[src/include/ncp_pkg.sv]
// Purpose: Shared constants and types for the channel A oscillator presets
// Assumes: Byte-addressed register port, 8-bit data lanes as on the serial port
// Notes: Offsets are byte addresses of the least significant byte of each word
package ncp_pkg;
   // ==========================================================
   // Register map
   localparam logic [11:0] OFS_FREQ_A0 = 12'h220;    // Frequency word, preset 0
   localparam logic [11:0] OFS_PHASE_A0 = 12'h224;   // Phase value, preset 0
   localparam logic [11:0] OFS_FREQ_A1 = 12'h228;    // Frequency word, preset 1
   localparam logic [11:0] OFS_PHASE_A1 = 12'h22c;   // Phase value, preset 1
   // ==========================================================
   // Reset values
   localparam logic [31:0] RST_FREQ = 32'hc0000000;  // Both frequency presets
   localparam logic [15:0] RST_PHASE = 16'h0000;     // Both phase presets
   // ==========================================================
   // Widths
   localparam int ACC_W = 32;                        // Accumulator width
   localparam int PH_W = 16;                         // Phase value width
   // Register write strobe with its byte
   typedef struct packed {
      logic we;
      logic [11:0] addr;
      logic [7:0] data;
   } ncp_wr_t;
endpackage

[src/design/ncp_core.sv]
// Purpose: Channel A oscillator with two frequency/phase presets and byte registers
// Assumes: One sample clock; register writes arrive as byte strobes on it
// Notes: Presets 2/3, channel B and sync control live elsewhere
`timescale 1ns/1ps
module ncp_core
   import ncp_pkg::*;
(
   // Clock and reset
   input wire logic clk_sys,
   input wire logic rst,
   // Register port
   input wire ncp_wr_t wr,
   input wire logic [11:0] rd_addr,
   output logic [7:0] rd_data,
   // Oscillator control
   input wire logic preset_sel,
   input wire logic phase_init,
   input wire logic interleaved,
   input wire logic [15:0] reference_divisor,
   // Oscillator output
   output logic [31:0] osc_phase,
   output logic divisor_active
);
   // ==========================================================
   // Register state
   logic [31:0] freq_word_a_preset0_reg, freq_word_a_preset0_next; // Preset 0 word
   logic [31:0] freq_word_a_preset1_reg, freq_word_a_preset1_next; // Preset 1 word
   logic [15:0] phase_offset_a_preset0_reg, phase_offset_a_preset0_next; // Preset 0 phase
   logic [15:0] phase_offset_a_preset1_reg, phase_offset_a_preset1_next; // Preset 1 phase
   logic [7:0] rd_data_next; // Read byte
   // ==========================================================
   // Address decode
   // Each word register is seen as a run of byte lanes from its base.
   // A lane code with bit 2 set means the address misses that register.
   // The decode is kept in named variables instead of indexing a function
   // result, since a bit-select of a call is not legal in every front end.
   logic [2:0] wl_f0; // Write lane, preset 0 word
   logic [2:0] wl_f1; // Write lane, preset 1 word
   logic [2:0] wl_p0; // Write lane, preset 0 phase
   logic [2:0] wl_p1; // Write lane, preset 1 phase
   logic [2:0] rl_f0; // Read lane, preset 0 word
   logic [2:0] rl_f1; // Read lane, preset 1 word
   logic [2:0] rl_p0; // Read lane, preset 0 phase
   logic [2:0] rl_p1; // Read lane, preset 1 phase
   // Byte lane of a word register, or none
   function automatic logic [2:0] lane(input logic [11:0] a, input logic [11:0] base, input int n);
      lane = 3'h4;
      if (a >= base && a < base + 12'(n))
         lane = {1'b0, 2'(a - base)};
   endfunction
   // Register writes and read mux
   always_comb begin
      // Decode both ports first; every later branch reads these
      wl_f0 = lane(wr.addr, OFS_FREQ_A0, 4);
      wl_f1 = lane(wr.addr, OFS_FREQ_A1, 4);
      wl_p0 = lane(wr.addr, OFS_PHASE_A0, 2);
      wl_p1 = lane(wr.addr, OFS_PHASE_A1, 2);
      rl_f0 = lane(rd_addr, OFS_FREQ_A0, 4);
      rl_f1 = lane(rd_addr, OFS_FREQ_A1, 4);
      rl_p0 = lane(rd_addr, OFS_PHASE_A0, 2);
      rl_p1 = lane(rd_addr, OFS_PHASE_A1, 2);
      // Default: every preset register keeps its value; the read byte is zero
      freq_word_a_preset0_next = freq_word_a_preset0_reg;
      freq_word_a_preset1_next = freq_word_a_preset1_reg;
      phase_offset_a_preset0_next = phase_offset_a_preset0_reg;
      phase_offset_a_preset1_next = phase_offset_a_preset1_reg;
      rd_data_next = 8'h00;
      if (wr.we) begin
         // Each byte lands in its own lane; word applies on the next cycle
         // A half-written word is live in between, so software should
         // resync after the last byte if phase must be deterministic
         if (!wl_f0[2]) begin
            freq_word_a_preset0_next[wl_f0[1:0]*8 +: 8] = wr.data;
         end
         if (!wl_f1[2]) begin
            freq_word_a_preset1_next[wl_f1[1:0]*8 +: 8] = wr.data;
         end
         if (!wl_p0[2]) begin
            phase_offset_a_preset0_next[wl_p0[0]*8 +: 8] = wr.data;
         end
         if (!wl_p1[2]) begin
            phase_offset_a_preset1_next[wl_p1[0]*8 +: 8] = wr.data;
         end
      end
      // Readback; unmapped bytes read zero
      if (!rl_f0[2]) begin
         rd_data_next = freq_word_a_preset0_reg[rl_f0[1:0]*8 +: 8];
      end else if (!rl_f1[2]) begin
         rd_data_next = freq_word_a_preset1_reg[rl_f1[1:0]*8 +: 8];
      end else if (!rl_p0[2]) begin
         rd_data_next = phase_offset_a_preset0_reg[rl_p0[0]*8 +: 8];
      end else if (!rl_p1[2]) begin
         rd_data_next = phase_offset_a_preset1_reg[rl_p1[0]*8 +: 8];
      end
   end
   // Register storage
   always_ff @(posedge clk_sys) begin
      if (rst) begin
         freq_word_a_preset0_reg <= RST_FREQ;
         freq_word_a_preset1_reg <= RST_FREQ;
         phase_offset_a_preset0_reg <= RST_PHASE;
         phase_offset_a_preset1_reg <= RST_PHASE;
         rd_data <= 8'h00;
      end else begin
         freq_word_a_preset0_reg <= freq_word_a_preset0_next;
         freq_word_a_preset1_reg <= freq_word_a_preset1_next;
         phase_offset_a_preset0_reg <= phase_offset_a_preset0_next;
         phase_offset_a_preset1_reg <= phase_offset_a_preset1_next;
         rd_data <= rd_data_next;
      end
   end
   // ==========================================================
   // Oscillator
   logic [31:0] acc_reg, acc_next; // Phase accumulator
   logic [31:0] osc_phase_next; // Accumulator plus offset
   logic [31:0] step; // Selected word
   logic [31:0] offs; // Left-justified phase
   logic divisor_active_next; // Divisor in use
   // Only channel A words exist here, so interleaved mode needs no change
   // The interleaved input is kept on the port so the wider device can
   // steer channel B presets elsewhere; this block never reads it.
   // Offset is added after the accumulator, not into it, so a phase
   // rewrite moves the output at once without disturbing the frequency.
   // Trade-off: one extra adder in exchange for glitch-free phase steps.
   always_comb begin
      step = preset_sel ? freq_word_a_preset1_reg : freq_word_a_preset0_reg;
      offs = {preset_sel ? phase_offset_a_preset1_reg : phase_offset_a_preset0_reg, 16'h0000};
      // Modulo 2^32 sum: signed and unsigned words act alike
      acc_next = phase_init ? 32'h00000000 : acc_reg + step;
      osc_phase_next = acc_next + offs;
      // Zero divisor means plain accumulator; the fractional path is external
      divisor_active_next = (reference_divisor != 16'h0000);
   end
   // Oscillator state
   // Output is registered so downstream mixers see a clean word each cycle
   always_ff @(posedge clk_sys) begin
      if (rst) begin
         acc_reg <= 32'h00000000;
         osc_phase <= 32'h00000000;
         divisor_active <= 1'b0;
      end else begin
         acc_reg <= acc_next;
         osc_phase <= osc_phase_next;
         divisor_active <= divisor_active_next;
      end
   end
   // ==========================================================
   // Checks
   // All checks are disabled while reset is high, apart from the ones
   // that look at the values reset leaves behind.
   // Accumulator and output are registered in the same cycle, so the output
   // check adds the previous cycle's offset to the current accumulator.
   a_acc_step: assert property (@(posedge clk_sys) disable iff (rst)
      !phase_init && !$past(rst) |=> acc_reg == $past(acc_reg) + $past(step))
      else $error("accumulator step wrong");
   a_phase_sum: assert property (@(posedge clk_sys) disable iff (rst)
      1'b1 |=> osc_phase == acc_reg + $past(offs))
      else $error("phase offset sum wrong");
   a_reset_vals: assert property (@(posedge clk_sys)
      rst |=> freq_word_a_preset1_reg == RST_FREQ && phase_offset_a_preset1_reg == 16'h0000)
      else $error("preset 1 reset wrong");
   a_ph0_reset: assert property (@(posedge clk_sys) rst |=> phase_offset_a_preset0_reg == 16'h0000)
      else $error("preset 0 phase reset wrong");
   a_ph1_hold: assert property (@(posedge clk_sys) disable iff (rst)
      !wr.we |=> $stable(phase_offset_a_preset1_reg))
      else $error("preset 1 phase changed");
   a_div_flag: assert property (@(posedge clk_sys) disable iff (rst)
      reference_divisor == 16'h0000 |=> !divisor_active)
      else $error("divisor flag wrong");
   a_preset0_step: assert property (@(posedge clk_sys) disable iff (rst)
      !preset_sel && !phase_init |=> acc_reg == $past(acc_reg) + $past(freq_word_a_preset0_reg))
      else $error("preset 0 step wrong");
   a_preset1_step: assert property (@(posedge clk_sys) disable iff (rst)
      preset_sel && !phase_init |=> acc_reg == $past(acc_reg) + $past(freq_word_a_preset1_reg))
      else $error("preset 1 step wrong");
   a_f1_hold: assert property (@(posedge clk_sys) disable iff (rst)
      !wr.we |=> $stable(freq_word_a_preset1_reg))
      else $error("preset 1 word changed");
   a_ph0_hold: assert property (@(posedge clk_sys) disable iff (rst)
      !wr.we |=> $stable(phase_offset_a_preset0_reg))
      else $error("preset 0 phase changed");
   a_div_on: assert property (@(posedge clk_sys) disable iff (rst)
      reference_divisor != 16'h0000 |=> divisor_active)
      else $error("divisor flag not set");
   a_init_zero: assert property (@(posedge clk_sys) disable iff (rst)
      phase_init |=> acc_reg == 32'h00000000)
      else $error("init not zero");
endmodule // ncp_core

[config.mk]
export PLATFORM = sky130hd
export DESIGN_NAME = ncp_core
export DESIGN_NICKNAME = d
export VERILOG_FILES = /design/src/include/ncp_pkg.sv /design/src/design/ncp_core.sv
export SDC_FILE = /design/constraint.sdc
export NUM_CORES = 1
export LEC_CHECK = 0
export ABC_AREA = 1
export BUFFER_PORTS_ARGS = -buffer_cell sky130_fd_sc_hd__clkbuf_2
export CAP_MARGIN = 5
export CORE_ASPECT_RATIO = 1.75
export CORE_MARGIN = 1
export CORE_UTILIZATION = 30
export CTS_CLUSTER_SIZE = 16
export DETAILED_ROUTE_END_ITERATION = 7
export RECOVER_POWER = 25
export REMOVE_ABC_BUFFERS = 1
export SYNTH_ARGS = -nofsm -noshare
export SYNTH_HDL_FRONTEND = slang
export SYNTH_SLANG_ARGS = --single-unit
[constraint.sdc]
create_clock -name clk_sys -period 8.4 [get_ports clk_sys]
set_clock_uncertainty 0.15 [all_clocks]
set_input_delay 1.68 -clock clk_sys [delete_from_list [all_inputs] [get_ports clk_sys]]
set_output_delay 1.68 -clock clk_sys [all_outputs]
set_load 0.005 [all_outputs]
==> results.txt, run 1 <==
----------------------------------------------------
[Layout]
  # fillers ... ~3600
  Net count reported at finish ... approximately 1700
  Multi-input combinational cell area ... around 5800 um2
  Relative area change from synthesis to final layout ... 11.9%
  Sequential Area ... 3060 um2
  Share of cells above drive strength 1 ... 9.84%
  Count of antenna diodes in the layout ... 0
  Utilization after layout ... 34.0%

[Critical path]
  Peak fanout along the critical path ... 39
  Path type of the worst setup path ... primary input to flop
  Category of the worst setup path capture point ... flop
  Sort of element at the start of the critical path ... primary input
  CP arrival ... roughly 7.3 ns
  Ordered cell list for the critical path ... clkbuf_1 > buf_4 > nand2_1 > o21ai_0 > ha_1 > a21o_1 > a21oi_1 > a21boi_0 > a21oi_1 > nor2_1 > ha_1 > inv_1 > fa_1 > inv_1 > nand3_1 > a21oi_1 > nor2_1 > o21ai_0 > a21boi_0 > o21ai_0 > nand2_1 > nand2_1 > nor2_1
  Critical path required time ... between 8 and 9 ns
  Slowest stage cell on the critical path ... sky130_fd_sc_hd__clkbuf_1
  CP max stage delay ... between 1 and 1.5 ns

[Die]
  Horizontal die dimension ... 140 um
  Floorplan die area ... 34100 um2
  Count of pins on the block boundary ... between 90 and 100
  Initial standard-cell utilization of the core ... 30.4%
  Die height ... 244 um
  Floorplan Core Area ... between 30000 and 40000 um2
  Count of standard-cell rows ... 88

[Detailed routing]
  DR vias ... between 10000 and 15000
  DRC ... 0
  Routed wirelength normalized by instance count ... roughly 17 um
  First-iteration detailed-routing DRC count ... about 620
  Length of the first detailed-routing pass in iterations ... 5
  Detail-routed via count per cell ... 5.12
  Final wirelength ... 34.5 mm
  Antenna-violating nets left ... 0

[Global route]
  Largest net degree at the start of global routing ... between 70 and 80
  Combined global-route utilization of all metal layers ... between 20 and 25%
  Wire length of the first global-routing pass ... 52.4 mm
  Number of global-route vias before repair ... just under 10000
  Initial antenna violation count ... 0
  Congestion Overflow GR ... 0

[Synth]
  Largest cells by area after synthesis ... sky130_fd_sc_hd__dfxtp_1, sky130_fd_sc_hd__nand2_1, sky130_fd_sc_hd__a21oi_1
  Synth Warn # ... 0
  Avg Inst Size Synth ... 6.49 um2
  Number of flops mapped to enable cells by yosys ... 0
  Yosys cell types ... 53
  Share of flip-flops with an asynchronous set or reset after synthesis ... 0%
  Most used flip-flop cell after synthesis ... sky130_fd_sc_hd__dfxtp_1
  Instance count of the mapped netlist ... ~1500
  Number of synthesized register bits ... around 150
  Share of the synthesized area in the top cell type ... a little under a third
  Sequential element share of the synthesized area ... slightly above 30%
  Cell taking the most area after synthesis ... sky130_fd_sc_hd__dfxtp_1
  Mapped cell area ... about 10000 um2

[Clock network]
  Buffer type at the clock tree root ... sky130_fd_sc_hd__clkbuf_16
  CTS tree ... done
  Clock slew seen by the registers of the worst setup and hold paths ... 0.06 ns
  Clock Latency Late Sink ... around 0.45 ns
  Number of clock sinks ... between 150 and 200
  Number of H-tree levels ... 4
  Maximum clock insertion buffer count ... 2
  Clock buffer count from CTS ... 17
  Quantity of hold-fixing buffers added after cts ... 0
  Total setup buffers inserted after CTS ... 0
  Post-CTS resize count ... 0

[Timing]
  RSZ-0062 raised after global routing ... false
  Count of pins over their slew limit ... 77
  Worst Max-Slew Pin Slew ... roughly 3.9 ns
  Final setup vio count ... 0
  Setup TNS Final ... 0 ns
  Worst slew margin relative to its limit ... -161%
  Hold Fails Final Rpt ... 0
  Final period demand of the worst path ... ~7.1 ns
  Max Freq ... ~140 MHz
  Final Cycle Share ... between 80% and 90%

[Flow run]
  # Max-Cap Violations ... 1

[Run status]
  Outcome ... complete, but fails checks
  Violated checks ... max-capacitance violations, max-slew violations

[Power and ir drop]
  Pwr per Cell Area ... 148 nW/um2
  Leakage dissipation ... 4.90 nW
  Worst-case vdd ir drop ... roughly 0.14 mV

[Hold path]
  Hold/Removal Path Class ... flop to flop

[Placed design]
  Quantity of I/O buffers inserted on ports ... 93
  Routability-driven placement congestion ratio ... between 0.9 and 1
  Sum of net half-perimeters after detailed placement ... roughly 27 mm

----------------------------------------------------
## layer usage
metal | vias up | GRT usage, % | share of wire [%]
li1 | 5146 | - | -
met1 | 4679 | 20.1 | 36
met2 | 302 | 38.1 | 53
met3 | 115 | 2.71 | 3.6
met4 | 0 | 16.2 | 7.9
met5 | - | 0 | 0
## layout make-up
cell class                 count  share of cell area, %
tap                          405                   4.53
clock inverter                14                   1.55
timing repair buffer          98                   4.21
sequential                   153                   27.4
multi-input combinational   1114                   51.8
clock buffer                  18                   3.83
inverter                     199                   6.67
## cell families (layout without fill, tap and decap cells)
logic type / count (synthesis) / count (layout) / synth area share (%)
adder cells (fa/ha/maj): 56 / 56 / 7.16
AND/OR/NAND/NOR: 680 / 680 / 30.2
XOR/XNOR: 2 / 2 / 0.175
buffers and inverters: 274 / 329 / 11.3
AO/OA/AOI/OAI: 376 / 376 / 20.5
flip-flops: 153 / 153 / 30.6
## Yosys cell counts, types with 15 or more instances
| cell | n |
|---|---|
| sky130_fd_sc_hd__nand2_1 | 357 |
| sky130_fd_sc_hd__inv_1 | 179 |
| sky130_fd_sc_hd__a21oi_1 | 169 |
| sky130_fd_sc_hd__dfxtp_1 | 153 |
| sky130_fd_sc_hd__nor2_1 | 127 |
| sky130_fd_sc_hd__o21ai_0 | 124 |
| sky130_fd_sc_hd__nand3_1 | 90 |
| sky130_fd_sc_hd__ha_1 | 54 |
| sky130_fd_sc_hd__clkbuf_1 | 41 |
| sky130_fd_sc_hd__nor3_1 | 30 |
| sky130_fd_sc_hd__o21ai_1 | 25 |
| sky130_fd_sc_hd__buf_4 | 23 |
| sky130_fd_sc_hd__inv_2 | 16 |
| sky130_fd_sc_hd__o211ai_1 | 15 |
## cells in the final DEF, fill, tap and decap left out, types with 8 or more instances in the layout
cell type                   Yosys  routed
sky130_fd_sc_hd__nand2_1      357     357
sky130_fd_sc_hd__inv_1        179     179
sky130_fd_sc_hd__a21oi_1      169     169
sky130_fd_sc_hd__dfxtp_1      153     153
sky130_fd_sc_hd__nor2_1       127     127
sky130_fd_sc_hd__o21ai_0      124     126
sky130_fd_sc_hd__nand3_1       90      90
sky130_fd_sc_hd__clkbuf_2       0      70
sky130_fd_sc_hd__ha_1          54      54
sky130_fd_sc_hd__nor3_1        30      30
sky130_fd_sc_hd__o21ai_1       25      23
sky130_fd_sc_hd__clkbuf_1      41      23
sky130_fd_sc_hd__clkbuf_16      0      17
sky130_fd_sc_hd__inv_2         16      16
sky130_fd_sc_hd__o211ai_1      15      15
sky130_fd_sc_hd__nand3b_1      14      14
sky130_fd_sc_hd__nand4_1       13      14
sky130_fd_sc_hd__nor4_1        10      10
sky130_fd_sc_hd__nor2_4         9       9
sky130_fd_sc_hd__nand2_2        8       8
## worst max-delay path, delay by kind of cell
family | cells | cell delay, ns
AO/OA/AOI/OAI | 9 | 2.11
buffers and inverters | 4 | 1.71
adder cells (fa/ha/maj) | 3 | 0.97
AND/OR/NAND/NOR | 7 | 0.83
## power breakdown
| group | internal (mW) | total, mW | switching [mW] |
|---|---|---|---|
| logic | 0.0337 | 0.124 | 0.0904 |
| clock network | 0.468 | 0.803 | 0.335 |
| registers | 0.731 | 0.734 | 0.00246 |
## metrics by stage
step / worst slack, ns / total power, mW / hold WS (ns) / std cells / cell area [um2]
2_1_floorplan: 3.19 / 0.808 / 0.286 / 1466 / 9620
3_3_place_gp: 1.68 / 0.872 / 0.302 / 1969 / 10600
3_5_place_dp: 1.62 / 0.874 / 0.308 / 1969 / 10600
4_1_cts: 2.07 / 1.68 / 0.318 / 2001 / 11200
5_1_grt: 0.937 / 1.72 / 0.334 / 2001 / 11200
6_report: 1.29 / 1.66 / 0.316 / 2001 / 11200
## worst paths after layout
check | cells after the start | slack (ns) | from | end
worst min register to register | 2 | 0.32 | freq_word_a_preset0_reg[27]$_SDFFE_PP0P_ | freq_word_a_preset0_reg[27]$_SDFFE_PP0P_
worst max register to register | 25 | 3.48 | freq_word_a_preset0_reg[0]$_SDFFE_PP0P_ | osc_phase[28]$_SDFF_PP0_
worst max-delay path | 23 | 1.29 | preset_sel | osc_phase[28]$_SDFF_PP0_
worst min-delay path | 2 | 0.32 | freq_word_a_preset0_reg[27]$_SDFFE_PP0P_ | freq_word_a_preset0_reg[27]$_SDFFE_PP0P_
No activity file was read; power rests on OpenSTA's default activity.
==> run 2: changes to the inputs <==
Clock period 8.4 ns to 6.6 ns, I/O delays scaled along.
==> results.txt, run 2 (same netlist as run 1, synthesis figures left out) <==
----------------------------------------------------
[Critical path]
  Startpoint of the worst register-to-register path ... freq_word_a_preset0_reg[0]$_SDFFE_PP0P_
  Endpoint of the most critical register-to-register path ... osc_phase[28]$_SDFF_PP0_
  Worst Path Buf+Inv ... 4
  Gate family responsible for the most delay along the worst path ... compound AO/OA/AOI/OAI gates
  Depth of the most critical reg-to-reg path ... 25
  Critical path required time ... slightly below 7 ns
  Slowest stage cell on the critical path ... sky130_fd_sc_hd__ha_1
  Sort of element at the start of the critical path ... primary input
  Category of the worst setup path capture point ... flop
  Path type of the worst setup path ... primary input to flop
  CP max stage delay ... 0.39 ns
  Ordered cell list for the critical path ... clkbuf_2 > buf_12 > o21ai_0 > ha_1 > nand2_1 > o21ai_0 > a21boi_0 > nand2_1 > o21ai_0 > nor2_1 > ha_1 > inv_1 > fa_1 > inv_1 > nand3_1 > a21oi_1 > nor2_1 > o21ai_0 > a21boi_0 > o21ai_0 > nand2_1 > nand2_1 > nor2_1
  CP arrival ... approximately 5.8 ns
  Peak fanout along the critical path ... 70
  R2r setup slk ... 1.88 ns
  Cell mode on critical path ... sky130_fd_sc_hd__o21ai_0

[Timing]
  RSZ-0062 raised after global routing ... false
  Worst slew margin relative to its limit ... -98.2%
  Max Freq ... around 180 MHz
  Final setup vio count ... 0
  Setup TNS Final ... 0 ns
  Final Cycle Share ... about 85%
  Hold Fails Final Rpt ... 0
  Final period demand of the worst path ... roughly 5.6 ns
  Count of pins over their slew limit ... 97
  Smallest hold slack ... about 0.32 ns
  Worst Max-Slew Pin Slew ... between 2 and 3 ns

[Layout]
  Share of cells above drive strength 1 ... between 10% and 20%
  Relative area change from synthesis to final layout ... 13.0%
  # fillers ... around 3600
  Net count reported at finish ... between 1500 and 2000
  Utilization after layout ... ~34%
  Commonest cells after routing, fill and taps aside ... sky130_fd_sc_hd__nand2_1, sky130_fd_sc_hd__inv_1, sky130_fd_sc_hd__a21oi_1
  Leading cell type in the layout, fill and taps excluded ... sky130_fd_sc_hd__nand2_1
  Count of antenna diodes in the layout ... 0

[Detailed routing]
  First-iteration detailed-routing DRC count ... ~600
  Routed wirelength normalized by instance count ... 17.4 um
  Length of the first detailed-routing pass in iterations ... 6
  Detail-routed via count per cell ... 5.07
  DRC ... 0
  Antenna-violating nets left ... 0
  Final wirelength ... between 30 and 40 mm
  DR vias ... just over 10000

[Clock network]
  Maximum clock insertion buffer count ... 2
  Number of H-tree levels ... 4
  CTS tree ... done
  Post-CTS resize count ... 0
  Clock Latency Late Sink ... approximately 0.46 ns
  Total setup buffers inserted after CTS ... 0
  Clock slew seen by the registers of the worst setup and hold paths ... 0.06 ns
  Buffer type at the clock tree root ... sky130_fd_sc_hd__clkbuf_16
  Number of clock sinks ... approximately 150
  Quantity of hold-fixing buffers added after cts ... 0
  Clock buffer count from CTS ... 17

[Global route]
  Congestion Overflow GR ... 0
  Initial antenna violation count ... 0
  Combined global-route utilization of all metal layers ... about 21%
  Wire length of the first global-routing pass ... between 50 and 60 mm
  Largest net degree at the start of global routing ... 71
  Number of global-route vias before repair ... around 9800

[Hold path]
  Worst-case hold path end point ... phase_offset_a_preset0_reg[10]$_SDFFE_PP0P_
  Worst hold path startpoint ... phase_offset_a_preset0_reg[10]$_SDFFE_PP0P_
  Hold-critical path depth ... 2
  Hold/Removal Path Class ... flop to flop

[Die]
  Count of pins on the block boundary ... 95
  Count of standard-cell rows ... 88
  Initial standard-cell utilization of the core ... 30.4%
  Floorplan die area ... 34100 um2
  Die height ... 244 um
  Floorplan Core Area ... 32900 um2
  Horizontal die dimension ... between 100 and 150 um

[Flow run]
  # Max-Cap Violations ... 2

[Power and ir drop]
  Leakage dissipation ... 4.99 nW
  Worst-case vdd ir drop ... 0.165 mV
  Switching power as a share of total power ... approximately a quarter
  Overall power after layout ... ~2.2 mW
  Clock network fraction of total power ... 50.7%
  Comb power frac ... ~7.2%
  Pwr per Cell Area ... slightly below 200 nW/um2
  Net Switching ... 0.538 mW
  Part of the total power dissipated in sequential elements ... 42.1%
  Internal power consumption ... around 1.7 mW

[Run status]
  Violated checks ... max-capacitance violations, max-slew violations
  Outcome ... complete, but fails checks

[Placed design]
  Quantity of I/O buffers inserted on ports ... 93
  Sum of net half-perimeters after detailed placement ... between 20 and 30 mm
  Routability-driven placement congestion ratio ... approximately 0.95

----------------------------------------------------
[run 2: cell count changes in the layout (fill, tap and decap cells not counted), sizes merged]
cell      delta
inv          -1
clkbuf       +3
buf          +3
clkinv       +2
clkinvlp     -5
bufinv       +3
[run 2: stage by stage]
step	instance area (um2)	cells	setup WS, ns
after floorplan	9620	1466	1.75
after global placement	10700	1974	0.549
after detailed placement	10700	1974	0.544
after CTS	11300	2006	0.996
after global routing	11300	2006	0.460
final	11300	2006	0.963
[run 2: how the worst max path moves through the flow]
stage / cells after the start / to / startpoint
CTS: 25 / osc_phase[28]$_SDFF_PP0_ / preset_sel
global route: 23 / osc_phase[28]$_SDFF_PP0_ / preset_sel
global placement: 25 / osc_phase[28]$_SDFF_PP0_ / preset_sel
floorplan: 24 / osc_phase[28]$_SDFF_PP0_ / preset_sel
finish: 23 / osc_phase[28]$_SDFF_PP0_ / preset_sel
detailed placement: 25 / osc_phase[28]$_SDFF_PP0_ / preset_sel
[run 2: layout make-up]
class,instances,area (um2),area share [%]
multi-input combinational,1114,5810,51.4
tap,405,507,4.48
clock inverter,13,224,1.98
timing repair buffer,103,520,4.60
clock buffer,19,433,3.83
inverter,199,747,6.61
sequential,153,3060,27.1
[run 2: routing by layer]
metal	track usage [%]	part of all wire (%)	up-vias
li1	-	-	5164
met1	19.9	35	4565
met2	38.7	52	327
met3	3.50	4.5	124
met4	16.8	7.9	0
met5	0	0	-
[run 2: power groups by stage]
stage          combinational (mW)  clock, mW  sequential, mW
2_1_floorplan              0.0739          0           0.954
3_5_place_dp                0.160          0           0.955
3_3_place_gp                0.158          0           0.954
5_1_grt                     0.176       1.18           0.934
6_report                    0.161       1.13           0.934
4_1_cts                     0.161       1.14           0.934
[run 2: tightest hold or removal path, delay by kind of cell (launching register included)]
kind	cells	cell delay [ns]
flops	1	0.31
compound gates	1	0.05
buf+inv	1	0.06
